<file path="src/include/mdsp_pkg.sv">
// Purpose: Constants for the multidrop async serial port
// Assumes: Avalon-MM word-addressed slave, 20 MHz ref_clk
// Notes:   Printed offsets are not all multiples of four
package mdsp_pkg;
  // Register indices; byte address is four times the index
  localparam logic [23:0] MDSP_IDX_LINE_FMT = 24'hfffe90;
  localparam logic [23:0] MDSP_IDX_CTRL     = 24'hfffe92;
  localparam logic [23:0] MDSP_IDX_TX_HOLD  = 24'hfffe93;
  localparam logic [23:0] MDSP_IDX_FLAGS    = 24'hfffe94;
  localparam logic [23:0] MDSP_IDX_RX_HOLD  = 24'hfffe95;
  localparam logic [23:0] MDSP_IDX_BAUD     = 24'hfffe97;
  localparam int MDSP_ADDR_W = 26;
  // Line format fields
  localparam int MDSP_LF_SYNC  = 7;
  localparam int MDSP_LF_CHR   = 6;
  localparam int MDSP_LF_STOP  = 3;
  localparam int MDSP_LF_MP    = 2;
  localparam int MDSP_LF_BAUD_CLK_DIV_SEL_HI  = 1;
  localparam int MDSP_LF_BAUD_CLK_DIV_SEL_LO  = 0;
  // Control fields
  localparam int MDSP_SC_TIE   = 7;
  localparam int MDSP_SC_RIE   = 6;
  localparam int MDSP_SC_TE    = 5;
  localparam int MDSP_SC_RE    = 4;
  localparam int MDSP_SC_ADDR_WAIT_MODE  = 3;
  localparam int MDSP_SC_TX_DONE_IRQ_EN  = 2;
  // Status fields
  localparam int MDSP_SF_TX_HOLD_EMPTY  = 7;
  localparam int MDSP_SF_RX_HOLD_FULL  = 6;
  localparam int MDSP_SF_OVERRUN_FLAG  = 5;
  localparam int MDSP_SF_FER   = 4;
  localparam int MDSP_SF_TX_IDLE_FLAG  = 2;
  localparam int MDSP_SF_MPB   = 1;
  localparam int MDSP_SF_TX_ADDR_FLAG_BIT  = 0;
  // Reset values
  localparam logic [7:0] MDSP_RST_LINE_FMT = 8'h00;
  localparam logic [7:0] MDSP_RST_CTRL     = 8'h00;
  localparam logic [7:0] MDSP_RST_BAUD     = 8'h20;
  localparam logic [7:0] MDSP_RST_FLAGS    = 8'h84;
  // Timing: divisor 32 at 20 MHz gives 19200 bps with 1056 clocks per bit
  localparam int MDSP_CLK_HZ       = 20000000;
  localparam int MDSP_BAUD_BPS     = 19200;
  localparam int MDSP_OVERSAMPLE   = 16;
  localparam int MDSP_TICKS_PER_BIT = 16;
  localparam int MDSP_DIV_MULT     = 2;
  localparam logic [3:0] MDSP_MID_TICK = 4'h7;
endpackage : mdsp_pkg

</file>
<file path="src/mdsp_port.sv">
// Purpose: Async serial port with multidrop addressing and Avalon slave
// Assumes: Single 20 MHz clock, rxd asynchronous to it
// Notes:   Bit time = 2*16*(divisor+1) clocks; sync mode not built
`timescale 1ns/10ps
// Summary of operation
// - Sync-mode bit 7 selects async (0); sync mode halts transmitter and receiver.
// - Character length 8 bits when char_len_sel is 0, else 7.
// - Stop bit count one or two from line format bit 3.
// - Receiver checks first stop bit only; low second stop starts frame.
// - Multidrop_mode adds address-flag bit to every frame.
// - Baud prescaler select 00 uses ref_clk directly.
// - Eight-bit baud divisor; 32 at 20 MHz gives 19200 bps.
// - tx_empty_irq forwarded only while tx_empty_irq_en set.
// - rx_full_irq and rx_fault_irq forwarded only with rx_full_irq_en.
// - Transmitter runs only while tx_en is set.
// - Receiver runs only while rx_en is set.
// - Address wait discards frames with address flag 0, no flags set.
// - Address frame sets rx_addr_flag_bit and clears addr_wait_mode.
// - tx_done_irq forwarded only while tx_done_irq_en set.
// - Clock source select 00 takes bit clock from baud generator.
// - tx_hold_empty set when tx_en low or hold copied to shifter.
// - tx_hold_empty cleared by read-1 then write-0, or DMA write.
// - rx_hold_full set on good frame; cleared by read-then-0 or DMA.
// - rx_hold_full keeps its value when rx_en is cleared.
// - Frame done while full sets overrun_flag and drops frame.
// - Framing error sets framing_flag; cleared by read-then-write-0.
// - Received address flag captured; unchanged while rx_en low.
// - tx_addr_flag_bit is sent as each frame's address flag.
// - tx_idle_flag set when tx_en low or last bit sent with empty hold.
module mdsp_port (
  input  wire logic                          ref_clk,
  input  wire logic                          rstn,
  input  wire logic                          clk_en,
  input  wire logic [mdsp_pkg::MDSP_ADDR_W-1:0] avs_address,
  input  wire logic                          avs_read,
  input  wire logic                          avs_write,
  input  wire logic [31:0]                   avs_writedata,
  input  wire logic [3:0]                    avs_byteenable,
  output logic [31:0]                        avs_readdata,
  output logic                               avs_waitrequest,
  input  wire logic                          dma_tx_wr,
  input  wire logic [7:0]                    dma_tx_data,
  input  wire logic                          dma_rx_rd,
  output logic [7:0]                         dma_rx_data,
  input  wire logic                          rxd,
  output logic                               txd,
  output logic                               tx_empty_irq,
  output logic                               rx_full_irq,
  output logic                               rx_fault_irq,
  output logic                               tx_done_irq
);
  import mdsp_pkg::*;

  typedef enum logic [1:0] {
    MDSP_IDLE = 2'b00, MDSP_START = 2'b01, MDSP_DATA = 2'b11,
    MDSP_STOP = 2'b10
  } mdsp_state_e;

  logic [7:0]  line_fmt_reg;
  logic [7:0]  ctrl_reg;
  logic [7:0]  tx_hold_reg;
  logic [7:0]  baud_reg;
  logic [7:0]  rx_hold_reg;
  logic        tx_hold_empty_reg, rx_hold_full_reg, overrun_flag_reg, fer_reg;
  logic        tx_idle_flag_reg, mpb_reg, tx_addr_flag_bit_reg;
  logic [7:0]  flags_seen_reg;
  logic        ack_reg;
  logic [23:0] idx;
  logic        acc, wr_fire, rd_fire;
  logic [7:0]  wbyte;
  logic [7:0]  flags_now;

  // Controls decoded from the format and control registers
  logic tx_en, rx_en, mp_on, addr_wait_mode, seven, two_stop, bclk_ok;
  assign tx_en    = ctrl_reg[MDSP_SC_TE];
  assign rx_en    = ctrl_reg[MDSP_SC_RE];
  assign mp_on    = line_fmt_reg[MDSP_LF_MP] &
                    ~line_fmt_reg[MDSP_LF_SYNC];
  assign addr_wait_mode     = ctrl_reg[MDSP_SC_ADDR_WAIT_MODE];
  assign seven    = line_fmt_reg[MDSP_LF_CHR];
  assign two_stop = line_fmt_reg[MDSP_LF_STOP];
  // Only async with internal baud clock is built; other modes hold still
  assign bclk_ok  = ~line_fmt_reg[MDSP_LF_SYNC] &
                    (line_fmt_reg[MDSP_LF_BAUD_CLK_DIV_SEL_HI:MDSP_LF_BAUD_CLK_DIV_SEL_LO] == 2'b00) &
                    (ctrl_reg[1:0] == 2'b00);

  // Bus decode: word address is index, one wait cycle per access
  assign idx     = avs_address[23:0];
  assign acc     = (avs_read | avs_write) & clk_en;
  assign wr_fire = avs_write & ack_reg & clk_en;
  assign rd_fire = avs_read & ack_reg & clk_en;
  assign wbyte   = avs_byteenable[0] ? avs_writedata[7:0] : 8'h00;
  assign avs_waitrequest = (avs_read | avs_write) & ~ack_reg;
  assign flags_now = {tx_hold_empty_reg, rx_hold_full_reg, overrun_flag_reg, fer_reg, 1'b0,
                      tx_idle_flag_reg, mpb_reg, tx_addr_flag_bit_reg};

  // Acknowledge toggles one cycle after request appears
  always_ff @(posedge ref_clk or negedge rstn) begin
    if (!rstn) begin
      ack_reg <= 1'b0;
    end else if (clk_en) begin
      ack_reg <= acc & ~ack_reg;
    end
  end

  // Read data registered at the wait-cycle edge, one before accepting; unmapped reads zero
  always_ff @(posedge ref_clk or negedge rstn) begin
    if (!rstn) begin
      avs_readdata <= 32'h0000_0000;
    end else if (clk_en && avs_read && !ack_reg) begin
      case (idx)
        MDSP_IDX_LINE_FMT: avs_readdata <= {24'h0, line_fmt_reg};
        MDSP_IDX_CTRL:     avs_readdata <= {24'h0, ctrl_reg};
        MDSP_IDX_TX_HOLD:  avs_readdata <= {24'h0, tx_hold_reg};
        MDSP_IDX_FLAGS:    avs_readdata <= {24'h0, flags_now};
        MDSP_IDX_RX_HOLD:  avs_readdata <= {24'h0, rx_hold_reg};
        MDSP_IDX_BAUD:     avs_readdata <= {24'h0, baud_reg};
        default:           avs_readdata <= 32'h0000_0000;
      endcase
    end
  end

  // Plain read/write configuration registers
  logic addr_wait_mode_clr;
  always_ff @(posedge ref_clk or negedge rstn) begin
    if (!rstn) begin
      line_fmt_reg <= MDSP_RST_LINE_FMT;
      ctrl_reg     <= MDSP_RST_CTRL;
      baud_reg     <= MDSP_RST_BAUD;
    end else if (clk_en) begin
      if (wr_fire && idx == MDSP_IDX_LINE_FMT) line_fmt_reg <= wbyte;
      if (wr_fire && idx == MDSP_IDX_BAUD)     baud_reg     <= wbyte;
      if (wr_fire && idx == MDSP_IDX_CTRL) begin
        ctrl_reg <= wbyte;
      end else if (addr_wait_mode_clr) begin
        ctrl_reg[MDSP_SC_ADDR_WAIT_MODE] <= 1'b0;
      end
    end
  end

  // Remember which flags software has seen as 1
  logic flags_rd;
  assign flags_rd = rd_fire && idx == MDSP_IDX_FLAGS;
  logic flags_wr;
  assign flags_wr = wr_fire && idx == MDSP_IDX_FLAGS;
  always_ff @(posedge ref_clk or negedge rstn) begin
    if (!rstn) begin
      flags_seen_reg <= 8'h00;
    end else if (clk_en) begin
      if (flags_rd) flags_seen_reg <= flags_now;
      else if (flags_wr) flags_seen_reg <= 8'h00;
    end
  end
  // A flag clears only if written 0 after being read as 1
  function automatic logic clr_ok(input int b);
    clr_ok = flags_wr & ~wbyte[b] & flags_seen_reg[b];
  endfunction : clr_ok

  // Baud generator: 16 ticks per bit, tick every 2*(N+1) clocks
  logic [8:0] baud_cnt_reg;
  logic       tick;
  assign tick = bclk_ok &&
                baud_cnt_reg == {baud_reg, 1'b1};
  always_ff @(posedge ref_clk or negedge rstn) begin
    if (!rstn) begin
      baud_cnt_reg <= 9'h000;
    end else if (clk_en) begin
      baud_cnt_reg <= tick ? 9'h000 : baud_cnt_reg + 9'h001;
    end
  end

  // Receiver synchroniser, second stage is the only reader of first
  logic rx_s1_reg, rx_s2_reg;
  always_ff @(posedge ref_clk or negedge rstn) begin
    if (!rstn) begin
      rx_s1_reg <= 1'b1;
      rx_s2_reg <= 1'b1;
    end else if (clk_en) begin
      rx_s1_reg <= rxd;
      rx_s2_reg <= rx_s1_reg;
    end
  end

  // Transmitter
  mdsp_state_e tx_st_reg;
  logic [9:0]  tx_sh_reg;
  logic [3:0]  tx_tick_reg, tx_bits_reg;
  logic        tx_load, tx_last;
  logic [3:0]  tx_nbits;
  assign tx_nbits = 4'(8 - (seven ? 1 : 0) + (mp_on ? 1 : 0)
                    + (two_stop ? 1 : 0));
  // Load on a tick only, so the start bit lasts a whole bit time
  assign tx_load = tx_en && bclk_ok && tx_st_reg == MDSP_IDLE
                   && !tx_hold_empty_reg && tick;
  // Stop ends one tick early; the load tick completes the bit
  assign tx_last = tick && tx_tick_reg == 4'he &&
                   tx_st_reg == MDSP_STOP && tx_bits_reg == 4'h0;
  always_ff @(posedge ref_clk or negedge rstn) begin
    if (!rstn) begin
      tx_st_reg   <= MDSP_IDLE;
      tx_sh_reg   <= 10'h3ff;
      tx_tick_reg <= 4'h0;
      tx_bits_reg <= 4'h0;
      txd         <= 1'b1;
    end else if (clk_en) begin
      if (!tx_en) begin
        tx_st_reg <= MDSP_IDLE;
        txd       <= 1'b1;
      end else if (tx_load) begin
        // Data LSB first, then address flag, then stop ones
        tx_sh_reg <= seven ?
          {1'b1, mp_on ? {1'b1, tx_addr_flag_bit_reg} : 2'b11, tx_hold_reg[6:0]} :
          {mp_on ? {1'b1, tx_addr_flag_bit_reg} : 2'b11, tx_hold_reg};
        tx_st_reg   <= MDSP_START;
        tx_tick_reg <= 4'h0;
        txd         <= 1'b0;
      end else if (tick) begin
        tx_tick_reg <= tx_tick_reg + 4'h1;
        if (tx_tick_reg == 4'hf) begin
          case (tx_st_reg)
            MDSP_START: begin
              tx_st_reg   <= MDSP_DATA;
              tx_bits_reg <= tx_nbits;
              txd         <= tx_sh_reg[0];
              tx_sh_reg   <= {1'b1, tx_sh_reg[9:1]};
            end
            MDSP_DATA: begin
              tx_bits_reg <= tx_bits_reg - 4'h1;
              txd         <= tx_sh_reg[0];
              tx_sh_reg   <= {1'b1, tx_sh_reg[9:1]};
              if (tx_bits_reg == 4'h1) tx_st_reg <= MDSP_STOP;
            end
            MDSP_STOP: begin
              tx_st_reg <= MDSP_IDLE;
              txd       <= 1'b1;
            end
            default: tx_st_reg <= MDSP_IDLE;
          endcase
        end
        if (tx_st_reg == MDSP_STOP && tx_tick_reg == 4'he)
          tx_st_reg <= MDSP_IDLE;
      end
    end
  end

  // Transmit flags and holding word
  always_ff @(posedge ref_clk or negedge rstn) begin
    if (!rstn) begin
      tx_hold_reg <= 8'h00;
      tx_hold_empty_reg    <= 1'b1;
      tx_idle_flag_reg    <= 1'b1;
      tx_addr_flag_bit_reg    <= 1'b0;
    end else if (clk_en) begin
      if (dma_tx_wr) tx_hold_reg <= dma_tx_data;
      else if (wr_fire && idx == MDSP_IDX_TX_HOLD) tx_hold_reg <= wbyte;
      if (flags_wr) tx_addr_flag_bit_reg <= wbyte[MDSP_SF_TX_ADDR_FLAG_BIT];
      if (!tx_en || tx_load) tx_hold_empty_reg <= 1'b1;
      else if (dma_tx_wr || clr_ok(MDSP_SF_TX_HOLD_EMPTY)) tx_hold_empty_reg <= 1'b0;
      if (!tx_en || (tx_last && tx_hold_empty_reg)) tx_idle_flag_reg <= 1'b1;
      else if (dma_tx_wr || clr_ok(MDSP_SF_TX_HOLD_EMPTY)) tx_idle_flag_reg <= 1'b0;
    end
  end

  // Receiver: samples mid bit; first stop checked only
  mdsp_state_e rx_st_reg;
  logic [8:0]  rx_sh_reg;
  logic [3:0]  rx_tick_reg, rx_bits_reg;
  logic        rx_done, rx_bad, rx_mpb, rx_keep;
  logic [7:0]  rx_word;
  logic [3:0]  rx_nbits;
  assign rx_nbits = 4'(8 - (seven ? 1 : 0) + (mp_on ? 1 : 0));
  // Stop is judged at its centre, like the data bits
  assign rx_done  = rx_st_reg == MDSP_STOP && tick &&
                    rx_tick_reg == 4'hf;
  assign rx_bad   = ~rx_s2_reg;
  assign rx_mpb   = mp_on & rx_sh_reg[8];
  // Extra shift without multidrop gives each character length its multidrop alignment
  assign rx_word  = seven ? {1'b0, rx_sh_reg[7:1]} : rx_sh_reg[7:0];
  assign rx_keep  = !(mp_on && addr_wait_mode && !rx_mpb);
  assign addr_wait_mode_clr = rx_done && mp_on && rx_mpb;
  always_ff @(posedge ref_clk or negedge rstn) begin
    if (!rstn) begin
      rx_st_reg   <= MDSP_IDLE;
      rx_sh_reg   <= 9'h000;
      rx_tick_reg <= 4'h0;
      rx_bits_reg <= 4'h0;
    end else if (clk_en) begin
      if (!rx_en || !bclk_ok) begin
        rx_st_reg <= MDSP_IDLE;
      end else if (tick) begin
        rx_tick_reg <= rx_tick_reg + 4'h1;
        case (rx_st_reg)
          MDSP_IDLE: begin
            rx_tick_reg <= 4'h0;
            if (!rx_s2_reg) rx_st_reg <= MDSP_START;
          end
          MDSP_START: if (rx_tick_reg == MDSP_MID_TICK) begin
            rx_tick_reg <= 4'h0;
            rx_bits_reg <= rx_nbits;
            rx_st_reg   <= rx_s2_reg ? MDSP_IDLE : MDSP_DATA;
          end
          MDSP_DATA: if (rx_tick_reg == 4'hf) begin
            rx_sh_reg   <= {rx_s2_reg, rx_sh_reg[8:1]};
            rx_bits_reg <= rx_bits_reg - 4'h1;
            if (rx_bits_reg == 4'h1) rx_st_reg <= MDSP_STOP;
          end
          MDSP_STOP: if (rx_tick_reg == 4'hf) begin
            rx_tick_reg <= 4'h0;
            rx_st_reg   <= MDSP_IDLE;     // Second stop not checked
          end
          default: rx_st_reg <= MDSP_IDLE;
        endcase
        // Shift right without multidrop aligns data; the top bit is left 0
        if (rx_st_reg == MDSP_STOP && rx_tick_reg == 4'h0 && !mp_on)
          rx_sh_reg <= {1'b0, rx_sh_reg[8:1]};
      end
    end
  end

  // Receive flags and holding word
  always_ff @(posedge ref_clk or negedge rstn) begin
    if (!rstn) begin
      rx_hold_reg <= 8'h00;
      rx_hold_full_reg    <= 1'b0;
      overrun_flag_reg    <= 1'b0;
      fer_reg     <= 1'b0;
      mpb_reg     <= 1'b0;
    end else if (clk_en) begin
      if (rx_done && rx_en) mpb_reg <= rx_mpb;
      if (rx_done && rx_keep && !rx_bad && !rx_hold_full_reg)
        rx_hold_reg <= rx_word;
      // Set beats clear in the same cycle; rx_en low leaves RX_HOLD_FULL
      if (rx_done && rx_keep && !rx_bad && !rx_hold_full_reg) rx_hold_full_reg <= 1'b1;
      else if (dma_rx_rd || clr_ok(MDSP_SF_RX_HOLD_FULL)) rx_hold_full_reg <= 1'b0;
      if (rx_done && rx_keep && !rx_bad && rx_hold_full_reg) overrun_flag_reg <= 1'b1;
      else if (clr_ok(MDSP_SF_OVERRUN_FLAG)) overrun_flag_reg <= 1'b0;
      if (rx_done && rx_keep && rx_bad) fer_reg <= 1'b1;
      else if (clr_ok(MDSP_SF_FER)) fer_reg <= 1'b0;
    end
  end

  assign dma_rx_data = rx_hold_reg;

  // Interrupt requests gated by their enables
  assign tx_empty_irq = ctrl_reg[MDSP_SC_TIE] & tx_hold_empty_reg;
  assign rx_full_irq  = ctrl_reg[MDSP_SC_RIE] & rx_hold_full_reg;
  assign rx_fault_irq = ctrl_reg[MDSP_SC_RIE] & (overrun_flag_reg | fer_reg);
  assign tx_done_irq  = ctrl_reg[MDSP_SC_TX_DONE_IRQ_EN] & tx_idle_flag_reg;

endmodule : mdsp_port
</file>
<file path="config.mk">
export PLATFORM = sky130hd
export DESIGN_NAME = mdsp_port
export DESIGN_NICKNAME = d
export VERILOG_FILES = /design/src/include/mdsp_pkg.sv /design/src/mdsp_port.sv
export SDC_FILE = /design/constraint.sdc
export NUM_CORES = 1
export LEC_CHECK = 0
export BUFFER_PORTS_ARGS = -buffer_cell sky130_fd_sc_hd__buf_2
export CORE_ASPECT_RATIO = 1.25
export CORE_UTILIZATION = 53
export CTS_CLUSTER_SIZE = 10
export DETAILED_ROUTE_END_ITERATION = 12
export HOLD_SLACK_MARGIN = 0.1
export MAX_ROUTING_LAYER = met4
export PLACE_DENSITY = 0.77
export SLEW_MARGIN = 5
export SYNTH_ARGS = -nofsm -noshare
export SYNTH_HDL_FRONTEND = slang
export SYNTH_SLANG_ARGS = --single-unit
export TNS_END_PERCENT = 5
</file>
<file path="constraint.sdc">
create_clock -name ref_clk -period 4.6 [get_ports ref_clk]
set_input_delay 0.69 -clock ref_clk [delete_from_list [all_inputs] [get_ports ref_clk]]
set_output_delay 0.69 -clock ref_clk [all_outputs]
set_load 0.01 [all_outputs]
</file>
==> results.txt <==
Status = completed
Number of global-route vias before repair = 4975
Final setup vio count = 0
Crit Path Max Fanout = 11
F_max = 341 MHz
Post-route setup slack = 1660 ps
Synth warn = 0
WP data required = 4840 ps
RePlAce Congestion = 0.868
CTS clk-pin slew, worst paths = 80 ps
Post-Synth XOR/XNOR Area = 0.0180
Critical Path Sink Type = register
Slew margin rel. = 0.233
Fin crit period = 2940 ps
Final core occ = 0.599
Netlist cell types = 69
Total GRT Usage = 0.275
First-pass GRT wire length = 25300 µm
Share of synthesized registers carrying an async set or reset = 1.00
Inst Count DP = 843
Reg area = 2770 µm²
Finished Layout Cells = 859
Die Y-Extent = 124 µm
Iteration-0 DRC Markers = 398
Drt wl/cell = 18.2 µm
CTS tree = done
Initial core utilization = 0.545
Fillers = 973
Fin crit share = 0.638
Worst Hold Class = reg -> reg
Drt pass-1 iters = 5
Setup Skew = 8.06 ps
Share of cells above drive strength 1 = 0.244
VDD IR max = 0.188 mV
Adder-cell share of the synthesized area = 0.0277
Critical Path Source Type = register
#FFs+latches synth = 110
R2r setup slk = 1660 ps
Setup CP Type = reg -> reg
Max_cap viols = 0
Site Rows = 44
Worst skew pair latency = 360 ps
DRC viols = 0
Hold Fails Final Rpt = 0
Num CTS Buffers = 9
Syn-to-layout area delta = 10.0%
CTS Sinks = 110
Number of synthesized flops with an enable pin = 0
Routed WL = 15600 µm
Sequential element share of the synthesized area = 0.438
ANT cells = 0
DR vias = 5113
Synth Area in Compound Gates = 0.122
RSZ-0062 raised after global routing = false
I/O Buffers = 70
Gate Count Post-Synth = 641
Area of the multi-input gates = 3250 µm²
Deepest clock path buffer count = 2
Worst slew pin tran = 1150 ps
Initial antenna violation count = 0
H-tree Lvls = 3
Die Span X = 99.7 µm
Worst slack at placement = 1400 ps
Avg Cell Area, Syn = 9.87 µm²
Post-CTS Setup Inserts = 0
Post-CTS sizing = 0
Placed inst area = 6670 µm²
Detail Route Antenna Nets = 0
Fraction of the mapped netlist area in simple logic gates = 0.188
Final Cell Area = 6960 µm²
Remaining global-route overflow = 0
Final setup TNS = 0 ps
Mapped cell area = 6330 µm²
Main synth FF type = dfrtp_1
Static Leak = 3.22 nW
Placeable Area = 11600 µm²
Fin nets = 785
Slew Limit Fails = 0
IO Count = 124
Largest net degree at the start of global routing = 81
WP data arrival = 3180 ps
Post-CTS Hold Fix Bufs = 0
Mux share of post-synthesis cell area = 0.143
Power Dens Cells = 312 nW/µm²
Largest family of logic cells by synthesized area = simple AND/OR/NAND/NOR gates
Vias per cell = 5.95
Die area = 12400 µm²
HPWL Detailed = 11400 µm
Root Driver = clkbuf_16
-- kinds of logic (layout without fill, tap and decap cells) --
kind of cell / after synthesis / count (layout)
AOI/OAI and AO/OA: 125 / 125
xor gates and xnor gates: 13 / 13
adders and majority gates: 14 / 14
buffers and inverters: 74 / 108
and+or+nand+nor: 222 / 222
muxes: 82 / 82
DFF: 110 / 110
other: 1 / 24
-- through the flow --
step                power [mW]  hold slack [ps]
floorplan                 1.30              394
global placement          1.38              462
detailed placement        1.40              470
CTS                       2.18              488
global route              2.26              509
finish                    2.18              489
-- critical path, stage by stage, from the launching register on --
cell and delay [ps]:
dfrtp_1 440, xor2_1 160, nor3_1 570, nand4_1 620, nor3_4 630, mux2_2 400
-- cell usage after synthesis (3+ instances only) --
cell type,instances,area (µm²)
o211ai_1,8,60.1
dfstp_2,15,394
nor2b_1,6,37.5
xor2_1,10,87.6
nand3b_1,3,22.5
nand2_1,77,289
inv_1,19,71.3
a31oi_1,7,43.8
o2bb2ai_1,3,26.3
nand3_1,28,140
a21oi_1,16,80.1
mux2_2,43,484
and4_1,4,35.0
buf_6,3,33.8
nor2_1,29,109
nor4_1,3,18.8
mux2_4,6,90.1
ha_1,14,175
xnor2_1,3,26.3
nand2b_1,4,25.0
dfrtp_1,95,2380
nand4_1,20,125
o21ai_0,60,300
nand4b_1,4,35.0
buf_4,25,188
a221o_1,3,30.0
o31ai_1,7,52.6
mux2i_1,33,330
clkbuf_1,19,71.3
or2_2,3,18.8
nor3_1,7,35.0
buf_2,5,25.0
and2_1,8,50.1
-- path summary, 6_finish.rpt --
kind / from / endpoint / cells past startpoint
worst max-delay path: baud_cnt_reg[3]$_DFFE_PN0P_ / dma_rx_data[5]$_DFFE_PN0P_ / 5
worst min-delay path: avs_readdata[5]$_DFFE_PN0P_ / avs_readdata[5]$_DFFE_PN0P_ / 2
worst max register to register: baud_cnt_reg[3]$_DFFE_PN0P_ / dma_rx_data[5]$_DFFE_PN0P_ / 5
worst min register to register: avs_readdata[5]$_DFFE_PN0P_ / avs_readdata[5]$_DFFE_PN0P_ / 2
max in group asynchronous: rstn / tx_sh_reg[7]$_DFFE_PN1P_ / 2
min in group asynchronous: rstn / rx_bits_reg[2]$_DFFE_PN0P_ / 1
-- per-layer routing --
metal,wire [µm],up-vias,part of all wire,global-route usage
li1,-,2365,-,-
met1,6300,2485,0.40,0.320
met2,7770,212,0.50,0.457
met3,774,51,0.050,0.0398
met4,762,0,0.049,0.155
met5,0,-,0,-
-- power breakdown --
part	switching (mW)	internal [mW]	total, mW
Combinational	0.210	0.107	0.316
Clock	0.400	0.387	0.786
Sequential	0.0624	1.01	1.07
-- cell type report --
type / instances / share of cell area
clock inverters: 7 / 0.0102
repair buffers: 72 / 0.0528
clock buffers: 9 / 0.0323
multi-input cells: 480 / 0.467
flip-flops and latches: 110 / 0.398
inverters: 20 / 0.0108
well taps: 161 / 0.0289
-- cells in the final DEF, fill, tap and decap left out, drive strengths merged, types with 4 or more instances in the layout --
cell	count
nor2	29
clkinv	4
buf	72
nand2b	4
nand4b	4
a31oi	7
o31ai	7
inv	23
dfrtp	95
nor4	4
mux2i	33
conb	24
o21ai	60
o211ai	8
dfstp	15
a21oi	16
nor2b	6
nor3	9
nand3	28
clkbuf	9
ha	14
nand2	77
nand4	22
mux2	49
and4	4
and2	12
xor2	10
Power figures use the tool's default switching activity.
